--- src/hw/smb_pkg.sv ---
// Shared constants, types and helpers of the thermometer bus slave.
// Assumes one 125 MHz core clock; the bus clock is sampled, not used.
package smb_pkg;

  //////////////////////////////////////////////////////////////////////////
  // Timing
  localparam int unsigned CLK_PERIOD_NS   = 8;       // Core clock period
  localparam int unsigned TREQ_NS         = 1440000; // Clock-low request
  // Least time, rounded up to whole cycles
  localparam int unsigned REQ_CYCLES      =
    (TREQ_NS + CLK_PERIOD_NS - 1) / CLK_PERIOD_NS;
  localparam int unsigned EE_WRITE_CYCLES = 2000;    // Cell write time

  //////////////////////////////////////////////////////////////////////////
  // Command byte decode
  localparam logic [2:0] CMD_RAM   = 3'h0;  // Top bits for RAM access
  localparam logic [2:0] CMD_EE    = 3'h1;  // Top bits for cell access
  localparam logic [7:0] CMD_FLAGS = 8'hf0; // Read status flags
  localparam logic [7:0] CMD_SLEEP = 8'hff; // Enter low power state

  // RAM word locations
  localparam logic [4:0] OFS_IR_RAW_ONE = 5'h04; // Raw channel one
  localparam logic [4:0] OFS_IR_RAW_TWO = 5'h05; // Raw channel two
  localparam logic [4:0] OFS_AMBIENT    = 5'h06; // Ambient temperature
  localparam logic [4:0] OFS_OBJ_ONE    = 5'h07; // Object temperature 1
  localparam logic [4:0] OFS_OBJ_TWO    = 5'h08; // Object temperature 2

  // Nonvolatile cell that holds the own slave address
  localparam logic [4:0] EE_ADDR_CELL  = 5'h0e;
  localparam logic [6:0] ADDR_RESET    = 7'h5a; // Address until written

  // Flag word bit positions
  localparam int unsigned FLAG_BUSY_BIT  = 7;
  localparam int unsigned FLAG_FATAL_BIT = 5;
  localparam int unsigned FLAG_INIT_BIT  = 4;

  //////////////////////////////////////////////////////////////////////////
  // Types
  typedef struct packed {
    logic        we;    // Write strobe from measurement core
    logic [4:0]  addr;  // Word location
    logic [16:0] data;  // Word value
  } smb_ram_wr_t;

  typedef enum logic [1:0] {
    ST_IDLE = 2'b00,  // Bus free, or PWM mode or sleep
    ST_RX   = 2'b01,  // Receiving bytes from master
    ST_TX   = 2'b10,  // Sending bytes to master
    ST_WAIT = 2'b11   // Silent until stop or next start
  } smb_state_t;

  //////////////////////////////////////////////////////////////////////////
  // Writable cell check
  function automatic logic smb_ee_writable(input logic [4:0] a);
    return (a <= 5'h05) || (a == 5'h0e) || (a == 5'h0f) || (a == 5'h19);
  endfunction : smb_ee_writable

  // CRC-8, polynomial x8+x2+x1+1, one byte MSB first
  function automatic logic [7:0] smb_crc8(input logic [7:0] c,
                                          input logic [7:0] d);
    logic [7:0] r;
    logic       fb;
    r = c;
    for (int i = 7; i >= 0; i--) begin
      fb = r[7] ^ d[i];
      r  = {r[6:0], 1'b0} ^ (fb ? 8'h07 : 8'h00);
    end
    return r;
  endfunction : smb_crc8

endpackage : smb_pkg

--- src/hw/smb_mem.sv ---
// Small word memory with one write port and a registered read port.
// Assumes a single clock; contents are undefined until written.
`timescale 1ns/1ps
module smb_mem #(
  parameter int unsigned WIDTH = 17,
  parameter int unsigned DEPTH = 32
) (
  // Clock
  input  wire logic                     core_clk_i,
  // Write port
  input  wire logic                     wr_en_i,
  input  wire logic [$clog2(DEPTH)-1:0] wr_addr_i,
  input  wire logic [WIDTH-1:0]         wr_data_i,
  // Read port
  input  wire logic [$clog2(DEPTH)-1:0] rd_addr_i,
  output logic      [WIDTH-1:0]         rd_data_o
);

  logic [WIDTH-1:0] mem_r [DEPTH];  // Storage array

  // Write and registered read
  always_ff @(posedge core_clk_i) begin
    if (wr_en_i) begin
      mem_r[wr_addr_i] <= wr_data_i;
    end
    rd_data_o <= mem_r[rd_addr_i];
  end

endmodule : smb_mem

--- src/hw/smb_thermo_slave.sv ---
// Two-wire bus slave of the thermometer: word reads and word writes.
// Assumes bus pins are asynchronous and the wire level is resolved
// outside from the open-drain enable.
`timescale 1ns/1ps
// Summary of operation
// RULE1: RAM words are read only from bus
// RULE2: Raw channels sit at words four, five
// RULE3: Bus clock pin is input only
// RULE4: Data pin open drain in bus mode
// RULE5: Slave only, never drives clock
// RULE6: Writes accepted for nine cells only
// RULE7: Read answered only for own address; code also answers address zero in a frame opened with zero
// RULE8: Address zero with write always answered
// RULE9: Seven bit slave address field
// RULE10: Master avoids duplicate addresses on bus
// RULE11: Sleep command honoured in 3V variant
// RULE12: Busy and fatal flags are readable
// RULE13: Only read word and write word
// RULE14: PWM strap owns pin until request
// RULE15: Direction bit one reads, zero writes
// RULE16: Acknowledge low, refusal high
// RULE17: Acknowledge each byte; address only if ours
// RULE18: Master retries after any refusal
// RULE19: Bad check code refused
// RULE20: Check code skips start, stop, acknowledge
// RULE21: Check code is CRC-8 x8+x2+x+1
// RULE22: Bytes shift MSB first
// RULE23: Command top bits pick RAM or cells
// RULE24: Master erases cell before writing
// RULE25: Read: addr, cmd, restart, addr, three bytes
// RULE26: Write: addr, cmd, two data, check code
module smb_thermo_slave #(
  parameter bit          VARIANT_3V = 1'b1,  // Sleep allowed
  parameter bit          AUTOMOTIVE = 1'b1,  // Fatal flag present
  parameter int unsigned REQ_CYC    = smb_pkg::REQ_CYCLES,
  parameter int unsigned EE_WR_CYC  = smb_pkg::EE_WRITE_CYCLES
) (
  // Clock and reset
  input  wire logic                 core_clk_i,
  input  wire logic                 arst_n_i,
  // Bus pins
  input  wire logic                 scl_i,
  input  wire logic                 sda_i,
  output logic                      sda_o,
  output logic                      sda_oe_o,
  // Measurement core side
  input  wire smb_pkg::smb_ram_wr_t ram_wr_i,
  input  wire logic                 pwm_strap_i,
  input  wire logic                 ee_fault_i,
  output logic                      pwm_mode_o,
  output logic                      sleep_o
);
  import smb_pkg::*;

  localparam int unsigned RW = $clog2(REQ_CYC + 1);
  localparam int unsigned BW = $clog2(EE_WR_CYC + 1);

  //////////////////////////////////////////////////////////////////////////
  // Pin synchronisers and edge detection
  logic [2:0] scl_s_r;      // Clock pin stages
  logic [2:0] sda_s_r;      // Data pin stages
  logic       scl_f_r;      // Accepted clock level
  logic       sda_f_r;      // Accepted data level
  logic       scl_d_r;      // Previous clock level
  logic       sda_d_r;      // Previous data level

  // Three stages; a level counts once stages two and three agree
  always_ff @(posedge core_clk_i or negedge arst_n_i) begin
    if (!arst_n_i) begin
      scl_s_r <= 3'h7;
      sda_s_r <= 3'h7;
      scl_f_r <= 1'b1;
      sda_f_r <= 1'b1;
      scl_d_r <= 1'b1;
      sda_d_r <= 1'b1;
    end else begin
      scl_s_r <= {scl_s_r[1:0], scl_i};  // see RULE3
      sda_s_r <= {sda_s_r[1:0], sda_i};
      if (scl_s_r[1] == scl_s_r[2]) begin
        scl_f_r <= scl_s_r[2];
      end
      if (sda_s_r[1] == sda_s_r[2]) begin
        sda_f_r <= sda_s_r[2];
      end
      scl_d_r <= scl_f_r;
      sda_d_r <= sda_f_r;
    end
  end

  wire scl_rise = scl_f_r & ~scl_d_r;
  wire scl_fall = ~scl_f_r & scl_d_r;
  wire start_ev = scl_f_r & scl_d_r & sda_d_r & ~sda_f_r;
  wire stop_ev  = scl_f_r & scl_d_r & ~sda_d_r & sda_f_r;

  //////////////////////////////////////////////////////////////////////////
  // Protocol state
  smb_state_t  state_r;         // Protocol state
  logic [3:0]  bit_cnt_r;       // Clock rises in this byte
  logic [2:0]  byte_idx_r;      // Byte within segment
  logic [1:0]  tx_idx_r;        // Byte being sent
  logic [7:0]  shift_r;         // Received bits
  logic [7:0]  tx_r;            // Bits left to send
  logic [7:0]  crc_r;           // Running check code
  logic [7:0]  cmd_r;           // Command byte
  logic [7:0]  dlo_r;           // Write data low
  logic [7:0]  dhi_r;           // Write data high
  logic        seg2_r;          // After repeated start
  logic        in_frame_r;      // Between start and stop
  logic        zero_ok_r;       // Frame opened with address zero
  logic        ack_r;           // Byte accepted
  logic        go_tx_r;         // Send after acknowledge
  logic        mnack_r;         // Master refused last byte
  logic        drive_r;         // Pulling data low
  logic [6:0]  target_slave_address;  // Own address
  logic [BW-1:0] busy_cnt_r;    // Cell write in progress
  logic [RW-1:0] req_cnt_r;     // Clock low time in PWM mode
  logic        pwm_mode_r;      // Pin owned by PWM
  logic        strap_done_r;    // Strap caught
  logic        sleep_r;         // Low power state
  logic        fatal_r;         // Sampled cell failure
  logic [16:0] ram_rd;          // RAM read word
  logic [15:0] ee_rd;           // Cell read word

  //////////////////////////////////////////////////////////////////////////
  // Byte decode
  wire        bus_en   = ~pwm_mode_r & ~sleep_r;
  wire        fall_ack = scl_fall && bit_cnt_r == 4'h8;
  wire        fall_end = scl_fall && bit_cnt_r == 4'h9;
  wire        rx_ack   = fall_ack && state_r == ST_RX && bus_en;
  wire [6:0]  rx_addr  = shift_r[7:1];
  wire        direction_bit = shift_r[0];  // 1 read, 0 write, see RULE15
  wire        own_hit  = rx_addr == target_slave_address;
  wire        wr_hit   = ~direction_bit &
                         (own_hit | (rx_addr == 7'h00));  // see RULE8
  wire        rd_hit   = direction_bit &
                         (own_hit | (rx_addr == 7'h00 & zero_ok_r));
  wire        sleep_cmd = cmd_r == CMD_SLEEP;
  wire        cmd_ok   = shift_r[7:5] == CMD_RAM ||
                         shift_r[7:5] == CMD_EE ||
                         shift_r == CMD_FLAGS ||
                         shift_r == CMD_SLEEP;            // see RULE13
  wire        pec_ok   = crc_r == shift_r;                // see RULE19
  wire        is_i0    = byte_idx_r == 3'h0;
  wire        is_i1    = byte_idx_r == 3'h1;
  wire        is_i2    = byte_idx_r == 3'h2;
  wire        is_i3    = byte_idx_r == 3'h3;
  wire        is_i4    = byte_idx_r == 3'h4;
  // Accept decision per byte position, see RULE17 and RULE26
  wire        ack_w    = seg2_r ? (is_i0 & rd_hit) :
                         is_i0 ? wr_hit :
                         is_i1 ? cmd_ok :
                         is_i2 ? (sleep_cmd ? pec_ok : 1'b1) :
                         is_i3 ? ~sleep_cmd :
                         is_i4 ? (~sleep_cmd & pec_ok) : 1'b0;
  wire        pec_byte = ~seg2_r & ((is_i2 & sleep_cmd) | is_i4);
  wire        nonvolatile_busy_flag  = busy_cnt_r != '0;
  wire        nonvolatile_fatal_flag = AUTOMOTIVE & fatal_r;
  // RAM writes are dropped; only listed cells, when idle, see RULE1
  wire        ee_we    = rx_ack && is_i4 && ~seg2_r && pec_ok &&
                         cmd_r[7:5] == CMD_EE && ~nonvolatile_busy_flag &&
                         smb_ee_writable(cmd_r[4:0]);  // see RULE6
  // Sleep starts once the acknowledge slot is over, so the master
  // still sees the accepted check code before the pin goes quiet
  wire        sleep_set = fall_end && state_r == ST_RX && ack_r &&
                          bus_en && ~seg2_r && is_i2 && sleep_cmd &&
                          VARIANT_3V;                  // see RULE11

  //////////////////////////////////////////////////////////////////////////
  // Answer word selection
  logic [15:0] flags_w;
  always_comb begin
    flags_w                 = 16'h0000;
    flags_w[FLAG_BUSY_BIT]  = nonvolatile_busy_flag;   // see RULE12
    flags_w[FLAG_FATAL_BIT] = nonvolatile_fatal_flag;
    flags_w[FLAG_INIT_BIT]  = 1'b1;
  end
  wire [15:0] word_w   = (cmd_r == CMD_FLAGS) ? flags_w :
                         (cmd_r[7:5] == CMD_RAM) ? ram_rd[16:1] : ee_rd;
  wire [1:0]  load_idx = (state_r == ST_TX) ? tx_idx_r + 2'h1 : 2'h0;
  wire [7:0]  tx_byte  = (load_idx == 2'h0) ? word_w[7:0] :
                         (load_idx == 2'h1) ? word_w[15:8] : crc_r;

  //////////////////////////////////////////////////////////////////////////
  // Protocol engine
  always_ff @(posedge core_clk_i or negedge arst_n_i) begin
    if (!arst_n_i) begin
      state_r    <= ST_IDLE;
      bit_cnt_r  <= 4'h0;
      byte_idx_r <= 3'h0;
      tx_idx_r   <= 2'h0;
      shift_r    <= 8'h00;
      tx_r       <= 8'h00;
      crc_r      <= 8'h00;
      cmd_r      <= 8'h00;
      dlo_r      <= 8'h00;
      dhi_r      <= 8'h00;
      seg2_r     <= 1'b0;
      in_frame_r <= 1'b0;
      zero_ok_r  <= 1'b0;
      ack_r      <= 1'b0;
      go_tx_r    <= 1'b0;
      mnack_r    <= 1'b0;
      drive_r    <= 1'b0;
    end else if (!bus_en || stop_ev) begin
      // Bus released: idle and silent
      state_r    <= ST_IDLE;
      in_frame_r <= 1'b0;
      drive_r    <= 1'b0;
    end else if (start_ev) begin
      // Start or repeated start; code runs on across a restart
      state_r    <= ST_RX;
      bit_cnt_r  <= 4'h0;
      byte_idx_r <= 3'h0;
      drive_r    <= 1'b0;
      in_frame_r <= 1'b1;
      seg2_r     <= in_frame_r;
      if (!in_frame_r) begin
        crc_r <= 8'h00;                                 // see RULE20
      end
    end else if (state_r == ST_RX || state_r == ST_TX) begin
      if (scl_rise && bit_cnt_r != 4'h9) begin
        bit_cnt_r <= bit_cnt_r + 4'h1;
        if (bit_cnt_r < 4'h8) begin
          shift_r <= {shift_r[6:0], sda_f_r};           // see RULE22
        end
        if (bit_cnt_r == 4'h8) begin
          mnack_r <= sda_f_r;                           // see RULE16
        end
      end
      if (rx_ack) begin
        // Decide and drive the acknowledge slot
        ack_r   <= ack_w;
        go_tx_r <= seg2_r & is_i0;                      // see RULE25
        drive_r <= ack_w;                               // see RULE17
        if (!pec_byte) begin
          crc_r <= smb_crc8(crc_r, shift_r);            // see RULE21
        end
        if (~seg2_r & is_i0) begin
          zero_ok_r <= rx_addr == 7'h00;
        end
        if (~seg2_r & is_i1) begin
          cmd_r <= shift_r;                             // see RULE23
        end
        if (~seg2_r & is_i2) begin
          dlo_r <= shift_r;                             // see RULE26
        end
        if (~seg2_r & is_i3) begin
          dhi_r <= shift_r;
        end
      end
      if (fall_ack && state_r == ST_TX) begin
        drive_r <= 1'b0;  // Release for the master acknowledge
      end
      if (scl_fall && state_r == ST_TX &&
          bit_cnt_r != 4'h0 && bit_cnt_r < 4'h8) begin
        tx_r    <= {tx_r[6:0], 1'b0};
        drive_r <= ~tx_r[6];
      end
      if (fall_end) begin
        bit_cnt_r  <= 4'h0;
        byte_idx_r <= byte_idx_r + 3'h1;
        drive_r    <= 1'b0;
        if ((state_r == ST_RX && !ack_r) ||
            (state_r == ST_TX && (mnack_r || tx_idx_r == 2'h2))) begin
          state_r <= ST_WAIT;                           // see RULE7
        end else if (state_r == ST_TX || go_tx_r) begin
          state_r  <= ST_TX;
          tx_idx_r <= load_idx;
          tx_r     <= tx_byte;
          drive_r  <= ~tx_byte[7];
          if (load_idx != 2'h2) begin
            crc_r <= smb_crc8(crc_r, tx_byte);
          end
        end
      end
    end
  end

  //////////////////////////////////////////////////////////////////////////
  // Own address, busy timer, fault sample
  always_ff @(posedge core_clk_i or negedge arst_n_i) begin
    if (!arst_n_i) begin
      target_slave_address <= ADDR_RESET;
      busy_cnt_r           <= '0;
      fatal_r              <= 1'b0;
    end else begin
      fatal_r <= ee_fault_i;
      if (ee_we && cmd_r[4:0] == EE_ADDR_CELL) begin
        target_slave_address <= dlo_r[6:0];             // see RULE9
      end
      if (ee_we) begin
        busy_cnt_r <= BW'(EE_WR_CYC);                   // see RULE12
      end else if (nonvolatile_busy_flag) begin
        busy_cnt_r <= busy_cnt_r - BW'(1);
      end
    end
  end

  //////////////////////////////////////////////////////////////////////////
  // PWM ownership and sleep; strap caught after reset release
  always_ff @(posedge core_clk_i or negedge arst_n_i) begin
    if (!arst_n_i) begin
      pwm_mode_r   <= 1'b0;
      strap_done_r <= 1'b0;
      req_cnt_r    <= '0;
      sleep_r      <= 1'b0;
    end else begin
      strap_done_r <= 1'b1;
      if (!strap_done_r) begin
        pwm_mode_r <= pwm_strap_i;                      // see RULE14
      end else if (pwm_mode_r) begin
        // Long clock low hands the pin back to the bus
        if (scl_f_r) begin
          req_cnt_r <= '0;
        end else if (req_cnt_r == RW'(REQ_CYC - 1)) begin
          pwm_mode_r <= 1'b0;                           // see RULE14
        end else begin
          req_cnt_r <= req_cnt_r + RW'(1);
        end
      end
      if (sleep_set) begin
        sleep_r <= 1'b1;  // Left only by the asynchronous reset arst_n_i
      end
    end
  end

  //////////////////////////////////////////////////////////////////////////
  // Memories and outputs
  smb_mem #(.WIDTH(17), .DEPTH(32)) u_ram (
    .core_clk_i (core_clk_i),
    .wr_en_i    (ram_wr_i.we),  // Core side only, see RULE2
    .wr_addr_i  (ram_wr_i.addr),
    .wr_data_i  (ram_wr_i.data),
    .rd_addr_i  (cmd_r[4:0]),
    .rd_data_o  (ram_rd)
  );

  smb_mem #(.WIDTH(16), .DEPTH(32)) u_cells (
    .core_clk_i (core_clk_i),
    .wr_en_i    (ee_we),
    .wr_addr_i  (cmd_r[4:0]),
    .wr_data_i  ({dhi_r, dlo_r}),
    .rd_addr_i  (cmd_r[4:0]),
    .rd_data_o  (ee_rd)
  );

  assign sda_o      = 1'b0;     // Only ever pulls low, see RULE4
  assign sda_oe_o   = drive_r;  // No clock output exists, see RULE5
  assign pwm_mode_o = pwm_mode_r;
  assign sleep_o    = sleep_r;
endmodule : smb_thermo_slave

--- config.mk ---
export PLATFORM = sky130hd
export DESIGN_NAME = smb_thermo_slave
export DESIGN_NICKNAME = d
export VERILOG_FILES = /design/src/hw/smb_pkg.sv /design/src/hw/smb_mem.sv /design/src/hw/smb_thermo_slave.sv
export SDC_FILE = /design/constraint.sdc
export NUM_CORES = 1
export LEC_CHECK = 0
export ABC_AREA = 1
export BUFFER_PORTS_ARGS = -buffer_cell sky130_fd_sc_hd__buf_2
export CORE_ASPECT_RATIO = 1.5
export CORE_MARGIN = 2
export CORE_UTILIZATION = 60
export DETAILED_ROUTE_END_ITERATION = 7
export GPL_ROUTABILITY_DRIVEN = 0
export PLACE_DENSITY_LB_ADDON = 0.08
export SYNTH_ARGS = -nofsm -noshare
export SYNTH_HDL_FRONTEND = slang
export SYNTH_SLANG_ARGS = --single-unit
--- constraint.sdc ---
create_clock -name core_clk_i -period 6.8 [get_ports core_clk_i]
set_input_delay 1.02 -clock core_clk_i [delete_from_list [all_inputs] [get_ports core_clk_i]]
set_output_delay 1.02 -clock core_clk_i [all_outputs]
set_load 0.03 [all_outputs]
# After elaboration in Yosys (flattened, before gate mapping)
# Memory sizes are Yosys's and may differ from the RTL's. A register that Yosys moved wholly into a read port is not among the register bits.
# Index checks and enable logic that the tools add are counted.
# word_totals
register_bits	116
ram_bits	1056
inputBits	29
output_inout_bits	4
word_cells	283
n_memories	2
# memory_table
memory	depth	word_bits	rd	rd_clocked_by_memory_dff	wr	line	text
u_ram.mem_r	32	17	1	1	1	smb_mem.sv:19	logic [WIDTH-1:0] mem_r [DEPTH];
u_cells.mem_r	32	16	1	1	1	smb_mem.sv:19	
# classes
add_sub_neg	5
order_cmp	2
n_eq_ne	28
muxes	77
n_bitwise	70
n_reduce_logical	69
# op_table
op	count
$xor 8x3->8	16
$mux 8	15
$mux 3	19
$mux 18	2
$eq 8x8->1 const B	4
$mux 16	2
$reduce_and 5->1	6
$mux 1	26
$logic_and 1x1->1	24
$mux 11	2
$and 1x1->1	20
$add 18x1->18 const B	1
$eq 18x18->1 const B	1
$reduce_and 3->1	6
$mux 4	4
$xor 1x1->1	16
$not 1->1	15
$mux 2	7
$logic_or 1x1->1	11
$reduce_bool 11->1	1
$sub 11x1->11 const B	1
$eq 5x4->1 const B	2
$eq 3x1->1 const B	3
$logic_not 3->1	3
27 further kinds	44

# Logic depth before layout (Yosys ltp)
# Gate-level depths: netlist of the first run.
# logic_depth
word_depth	35
mapped_depth	21
depth_no_buf	21

# Cells and area by module
# Synthesis of the first run repeated with hierarchy kept, for this count alone.
# unflattened
cells_unflattened	4596
hier_area_um2	50563.5
# by_module_without_submodules
mod	n_inst	cells_per_inst	area_each_um2	seq_area_each_um2
smb_mem (u_ram)	1	1902	22379.0	16676.0
smb_mem (u_cells)	1	1794	21301.7	15695.1
smb_thermo_slave	1	900	6882.9	2895.3

# Worst setup path before layout of the first run
# No wires, ideal clock.
# synth_timing
path_type	register -> register
from	reg shift_r[2]
to	mem u_cells.mem_r[8][0] (netlist: u_cells.mem_r[4][0]), enable pin
setup_ps	430
arrival_ps	3336
required_ps	6370
setup_slack_ps	3034
path_stages_with_launch	11
path_buffers	2
period_less_slack_ps	3766
path_cell_list	dfrtp_1 clkbuf_1 xnor2_1 ha_1 nand3_1 nor3_1 inv_1 nor2_1 nand2_1 buf_2 nor4_1
# synth_between
elab_chain_cells	7
# synth_lines
item	line	text
start, declared	smb_thermo_slave.sv:101	logic [7:0] shift_r;
start signal, assigned	smb_thermo_slave.sv:224	shift_r <= {shift_r[6:0], sda_f_r};
$eq 8x8->1	smb_thermo_slave.sv:142	wire pec_ok = crc_r == shift_r;
$logic_and 1x1->1 (2 in series)	smb_thermo_slave.sv:159	wire ee_we = rx_ack && is_i4 && ~seg2_r && pec_ok &&
$logic_and 1x1->1 (2 in series)	smb_thermo_slave.sv:160	cmd_r[7:5] == CMD_EE && ~nonvolatile_busy_flag &&
$mux 1	smb_mem.sv:23	if (wr_en_i) begin
$mux 1 (not written as such)	smb_mem.sv:24	mem_r[wr_addr_i] <= wr_data_i;
end, declared	smb_mem.sv:19	
# No other way between the ends.

# Final worst setup path of the first run
# layout_timing
from	reg shift_r[7]
to	mem u_cells.mem_r[2][2] (netlist: u_cells.mem_r[1][2]), enable pin
# Same word-level chain as after synthesis.

==> results by group, run 1 <==
Outcome
  • Status: finished, final reports clean

Floorplan
  • Chip height: 340 um
  • # rows: approximately 120
  • Core area: around 75000 um^2
  • Die W: between 200 and 250 um
  • Die area: between 70000 and 80000 um^2
  • IO Count: 33
  • Initial Util: 60.4%

Cells and area
  • P&R area growth vs syn: 13.9%
  • Inserted Diodes: 0
  • Commonest non-fill, non-tap cell in the layout: edfxtp_1
  • Fin cells: 4550
  • Most frequent cells in the layout: edfxtp_1 (1024), a22oi_1 (516), conb_1 (370), nand2_1 (298), a21oi_1 (220)
  • Final net count: about 3500
  • Layout cells sized above 1: 10.4%

Timing
  • Min Tclk post-route: between 3000 and 4000 ps
  • Worst-case setup margin in the final layout: roughly 3000 ps
  • Final count of negative-setup-slack endpoints: 0
  • Final period util: between 50% and 60%
  • Fin. max-slew vios: 0
  • Hold Vio Cnt, Final: 0
  • Max Fclk: between 0.2 and 0.3 GHz
  • Unrepaired setup endpoints after global routing: no
  • Final Skew: approximately 22 ps
  • Hold_ws: 357 ps
  • Setup TNS: 0 ps
  • Worst slew margin: between 10% and 20%
  • Worst Max-Slew Pin Slew: 1320 ps

Routing
  • Antenna viol nets, final: 0
  • Starting DRT DRC Count: 2522
  • DRC: 0
  • Post-Route WL: ~100000 um
  • 1st-pass router iterations: 6
  • Via count: between 20000 and 30000
  • Wire per inst: between 20 and 25 um
  • Post-DR vias/cell: ~6

Power
  • Peak supply drop: between 0.2 and 0.3 mV
  • Sw Share: between 20% and 30%
  • Reg power frac: a little over half
  • Overall power: about 15 mW
  • Net load switching power: roughly 3.0 mW
  • P per Cell Area: between 200 and 300 nW/um^2
  • Int Pwr: 11.7 mW
  • Combinational share of power: between 3 and 4%
  • Clock power frac: between 40% and 50%
  • LEAKAGE: 18.3 nW

Clock tree
  • Clock slew at reported path FFs: ~60 ps
  • Worst-Skew Late Latency: 680 ps
  • Cts bufs inserted: between 100 and 150
  • Clock Sinks: about 1200
  • Max clock buf depth: 3
  • Cts repair resizes: 0
  • CTS Root Buffer Type: clkbuf_16
  • Number of setup buffers added after CTS: 0
  • CTS tree: yes
  • Hold-fix buffers at CTS: 0
  • H-tree Lvls: 3

Critical path
  • Max incr delay on CP: approximately 860 ps
  • FF-to-FF setup slack: roughly 3000 ps
  • Setup crit start kind: flip-flop
  • Crit path kind: reg2reg
  • Cell type of the slowest stage on the worst timing path: nor2_2
  • Worst EP required: 7090 ps
  • Crit-path cells: inv_1 -> nand2_1 -> nand2_2 -> ha_1 -> nand3_1 -> nor3_1 -> inv_1 -> nor2_1 -> nand2_1 -> inv_1 -> nand2_1 -> nor2_2
  • Max FO, Critical Path: 16
  • Worst Setup End Kind: flip-flop
  • Critical Path AT: ~4100 ps

Logic synthesis
  • Asr flop ratio synth: under 10%
  • Count of state elements after synthesis: roughly 1200
  • Count of cell types in the netlist: 61
  • Mean Syn Cell Area: 14.8 um^2
  • Primary FF master, synth: edfxtp_1
  • Yosys warns: 0
  • Area of the mapped netlist: approximately 45000 um^2
  • Sequential element share of the synthesized area: approximately three quarters
  • Main area contributors after synthesis: edfxtp_1 (68%), a22oi_1 (8.6%), dfrtp_1 (5.6%)
  • Leading area contributor after synthesis: edfxtp_1
  • Synth Instances: about 3100
  • Synth top area share: slightly below 70%
  • Post-synth EDFFs: approximately 1000

GRT
  • Vias in the first global route: about 28000
  • Largest net degree at the start of global routing: between 100 and 150
  • Initial antenna violation count: 1
  • Global route overflow: 0
  • First-pass GRT wire length: about 160000 um
  • Total track usage: approximately 27%

Place
  • Pre-CTS setup slack: between 3000 and 4000 ps
  • DP Cell Count: around 4400
  • Port-buffer cells: 30
  • DP HPWL: ~60000 um

Worst hold path
  • Worst hold-check path type: reg2reg

Run
  • Max_cap viols: 0
## flip-flops by register name, indices dropped and copies added (netlist names), 4 cells and up
register              cells
u_cells.mem_r           512
u_ram.mem_r             512
req_cnt_r                18
u_cells.rd_data_o        16
u_ram.rd_data_o          16
busy_cnt_r               11
cmd_r                     8
crc_r                     8
dhi_r                     8
dlo_r                     8
shift_r                   8
target_slave_address      7
tx_r                      7
bit_cnt_r                 4
## synthesized netlist by cell type, types with 3 or more instances
master / count
a2111oi_0: 35
a211oi_1: 10
a21boi_0: 20
a21oi_1: 220
a22oi_1: 516
a31oi_1: 5
buf_1: 12
buf_2: 50
buf_4: 3
clkbuf_1: 96
dfrtp_1: 101
dfstp_2: 14
dfxtp_1: 32
edfxtp_1: 1024
ha_1: 17
inv_1: 114
inv_2: 22
mux2i_1: 5
nand2_1: 300
nand2_2: 19
nand2_4: 4
nand3_1: 72
nand3_2: 7
nand3b_1: 5
nand4_1: 18
nor2_1: 92
nor2_2: 5
nor2_4: 8
nor3_1: 25
nor3_2: 4
nor4_1: 5
o21ai_0: 77
o21ai_1: 22
o21ai_2: 3
o31ai_1: 5
o32ai_1: 3
o41ai_1: 21
xnor2_1: 22
xor2_1: 10
## metal layers
metal	routed length (um)	share of wire (%)	track usage, %
met1	38900	38	32.3
met2	55400	53	49.4
met3	5560	5.4	3.32
met4	3860	3.7	11.3
met5	0	0	0
## cell type report
type / count / area, um^2
Fill cell: 5178 / 23300
Timing Repair Buffer: 90 / 653
Sequential cell: 1171 / 34300
Tap cell: 1000 / 1250
Multi-Input combinational cell: 1954 / 11200
Clock inverter: 64 / 701
Inverter: 136 / 526
Clock buffer: 135 / 2900
## power by group through the flow
stage               registers (mW)  clock network [mW]  logic, mW
finish                        8.04                6.14      0.549
global placement              8.18                   0      0.516
CTS                           8.04                6.23      0.539
floorplan                     8.16                   0      0.368
global route                  8.05                6.49      0.615
detailed placement            8.19                   0      0.533
## logic make-up (layout without fill, tap and decap cells)
kind of cell | Yosys count | after routing | synth area share (%)
compound gates | 953 | 953 | 14.3
xor+xnor | 36 | 36 | 0.764
fa+ha+maj | 19 | 19 | 0.515
buf+inv | 299 | 425 | 2.68
flops | 1171 | 1171 | 75.9
mux | 6 | 6 | 0.136
other cells | 2 | 370 | 0.0166
simple gates | 570 | 570 | 5.73
## worst max-delay path: cells and delay by family, from the launching register on
| kind | cells | cell delay (ps) |
|---|---|---|
| AND/OR/NAND/NOR | 8 | 2160 |
| buffers and inverters | 3 | 620 |
| flip-flops | 1 | 430 |
| adder cells (fa/ha/maj) | 1 | 160 |
## path summary, 6_finish.rpt
check / start / to / cells after the start
min in group asynchronous: arst_n_i / req_cnt_r[13] / 1
setup / recovery: shift_r[7] / u_cells.mem_r[1][2] / 12
max in group asynchronous: arst_n_i / cmd_r[4] / 2
hold reg to reg: sda_s_r[0] / sda_s_r[1] / 0
setup reg to reg: shift_r[7] / u_cells.mem_r[1][2] / 12
hold / removal: sda_s_r[0] / sda_s_r[1] / 0
## through the flow
| step | utilization [%] | cell area, um^2 |
|---|---|---|
| floorplan | - | 46600 |
| global placement | 64.0 | 47900 |
| detailed placement | 64.0 | 47900 |
| CTS | 68.8 | 51500 |
| global route | 68.8 | 51500 |
| finish | 68.8 | 51500 |
(Power assumes the default switching activity.)
==> run 2: changes to the inputs <==
Clock period 6.8 ns to 3.9 ns, I/O delays scaled along.
==> results by group, run 2 (synthesized netlist as in run 1, its figures left out) <==
Outcome
  • Status: finished, final reports clean

Timing
  • Worst Max-Slew Pin Slew: 1250 ps (-71.4 ps)
  • Worst slew margin: 16.8% (+4.8 points)
  • Final count of negative-setup-slack endpoints: 0 (unchanged)
  • Final Skew: 20.5 ps (-1.43 ps)
  • Unrepaired setup endpoints after global routing: no
  • Fin. max-slew vios: 0 (unchanged)
  • Hold Vio Cnt, Final: 0 (unchanged)
  • Hold_ws: 157 ps (-201 ps)
  • Max Fclk: 0.322 GHz (+22%)
  • Setup TNS: 0 ps (unchanged)
  • Min Tclk post-route: 3100 ps (-692 ps)
  • Final period util: 79.5% (+24 points)

GRT
  • Total track usage: 27.3% (+0.33 points)
  • Met3 Usage GRT: 3.70% (+0.39 points)
  • Largest net degree at the start of global routing: 125 (-16%)
  • Initial antenna violation count: 1 (unchanged)
  • GR met2 Demand/Resource: 48.4% (-0.99 points)
  • Layer with the highest usage: met2
  • Vias in the first global route: 27900 (-0.48%)
  • First-pass GRT wire length: 160000 um (+0.58%)
  • Global route overflow: 0 (unchanged)
  • GR Layer Usage met1: 33.0% (+0.68 points)

Routing
  • Post-DR vias/cell: 5.96 (-0.24%)
  • DRC: 0 (unchanged)
  • Wire per inst: 22.9 um (+0.61%)
  • Starting DRT DRC Count: 2691 (+6.7%)
  • Post-Route WL: 106000 um (+1.8%)
  • Antenna viol nets, final: 0 (unchanged)
  • Via count: 27400 (+0.90%)
  • 1st-pass router iterations: 8 (+2)

Floorplan
  • Chip height: 340 um (unchanged)
  • Die W: 228 um (unchanged)
  • # rows: 123 (unchanged)
  • Core area: 74800 um^2 (unchanged)
  • IO Count: 33 (unchanged)
  • Initial Util: 60.4% (unchanged)
  • Die area: 77600 um^2 (unchanged)

Critical path
  • Critical path startpoint: crc_r[4]
  • Buf+Inv Stages, Crit Path: 4 (+1)
  • Max FO, Critical Path: 16 (unchanged)
  • Critical path endpoint: u_cells.mem_r[5][13]
  • Crit-path cells: xnor2_1 -> ha_1 -> nand3_1 -> nor3_1 -> inv_1 -> nor2_1 -> nand2_1 -> buf_4 -> inv_1 -> nand2_1 -> nor3_2 -> buf_4
  • FF-to-FF setup slack: 800 ps (-2210 ps)
  • Delay-heaviest family, CP: simple AND/OR/NAND/NOR gates
  • Critical Path AT: 3430 ps (-650 ps)
  • Setup crit start kind: flip-flop
  • Worst EP required: 4230 ps (-2860 ps)
  • Cell type of the slowest stage on the worst timing path: dfrtp_1
  • CP Depth: 12 (unchanged)
  • Max incr delay on CP: 460 ps (-400 ps)
  • Worst reg2reg endpoint: u_cells.mem_r[5][13]
  • Worst Setup End Kind: flip-flop
  • R2R cell count: 12 (unchanged)
  • Reg2reg start: crc_r[4]
  • Crit path kind: reg2reg

Clock tree
  • Clock slew at reported path FFs: 60 ps (about the same)
  • Number of setup buffers added after CTS: 0 (unchanged)
  • Hold-fix buffers at CTS: 4 (+4)
  • Clock Sinks: 1171 (unchanged)
  • CTS tree: yes
  • Max clock buf depth: 3 (unchanged)
  • Cts repair resizes: 0 (unchanged)
  • Worst-Skew Late Latency: 680 ps (about the same)
  • Cts bufs inserted: 104 (-0.95%)
  • H-tree Lvls: 3 (unchanged)
  • CTS Root Buffer Type: clkbuf_16

Place
  • DP HPWL: 64500 um (+5.6%)
  • Port-buffer cells: 30 (unchanged)

Cells and area
  • Most frequent cells in the layout: edfxtp_1 (1024), a22oi_1 (516), conb_1 (370), nand2_1 (298), a21oi_1 (220)
  • Top flop regs: u_cells.mem_r: 512 flops, u_ram.mem_r: 512 flops, req_cnt_r: 18 flops
  • Layout cells sized above 1: 11.7% (+1.3 points)
  • Final net count: 3556 (+1.5%)
  • P&R area growth vs syn: 14.8%
  • Commonest non-fill, non-tap cell in the layout: edfxtp_1

Power
  • P per Cell Area: 488 nW/um^2 (+71%)
  • Peak supply drop: 0.434 mV (+54%)
  • LEAKAGE: 18.5 nW (+0.76%)

Worst hold path
  • Worst hold-check path type: in2reg
  • Hold path cells: 3 (+3)

Run
  • Max_cap viols: 0 (unchanged)
==> run 2: changes by cell type in the layout (fill, tap and decap cells not counted), moves of 3 or more <==
| cell | before | now |
|---|---|---|
| clkinv_8 | 0 | 4 |
| dlygate4sd3_1 | 0 | 4 |
| bufinv_16 | 15 | 11 |
| clkbuf_16 | 111 | 105 |
| buf_12 | 4 | 14 |
| buf_4 | 57 | 96 |
| clkinv_1 | 20 | 16 |
| clkbuf_8 | 3 | 6 |
| inv_6 | 2 | 5 |
==> run 2: stage by stage <==
stage | util (%) | instance area, um^2 | worst slack [ps] | power (mW) | instances
final | 69.4 | 51900 | 799 | 25.3 | 4602
after global routing | 69.4 | 51900 | 611 | 26.1 | 4602
after CTS | 69.4 | 51900 | 802 | 25.5 | 4601
after detailed placement | 64.7 | 48400 | 824 | 15.2 | 4400
after global placement | 64.7 | 48400 | 873 | 15.2 | 4400
after floorplan | - | 46600 | 134 | 14.9 | 3424
==> run 2: layer usage <==
layer  wire [um]  share of wire (%)  vias up
li1            -                  -    12400
met1       39200                 37    13800
met2       54900                 52     1003
met3        6120                5.8      266
met4        5290                5.0        0
met5           0                  0        -
==> run 2: how the worst min path moves through the flow <==
stage / start / endpoint
floorplan: arst_n_i / ack_r
global placement: sda_s_r[0] / sda_s_r[1]
detailed placement: scl_s_r[0] / scl_s_r[1]
CTS: pwm_strap_i / pwm_mode_o
global route: pwm_strap_i / pwm_mode_o
finish: pwm_strap_i / pwm_mode_o
==> run 2: final cells by class <==
cell class	instances	area, um^2
Timing Repair Buffer	143	1190
Antenna cell	1	2.50
Fill cell	5156	22900
Tap cell	1000	1250
Clock inverter	67	687
Sequential cell	1171	34300
Inverter	136	526
Clock buffer	130	2780
Multi-Input combinational cell	1954	11200
==> run 2: report_power, final <==
part	internal (mW)	leakage (nW)	total [mW]	switching (mW)
clock	5.82	1.69	10.3	4.51
combinational	0.288	5.32	0.964	0.676
sequential	13.9	11.5	14.0	0.151
total	20.0	18.5	25.3	5.34
==> run 2: worst reg2reg max path, delay by kind of cell (launching register included) <==
| family | cells | cell delay [ps] |
|---|---|---|
| xor+xnor | 1 | 390 |
| fa+ha+maj | 1 | 220 |
| buf+inv | 4 | 780 |
| flops | 1 | 460 |
| simple gates | 6 | 910 |
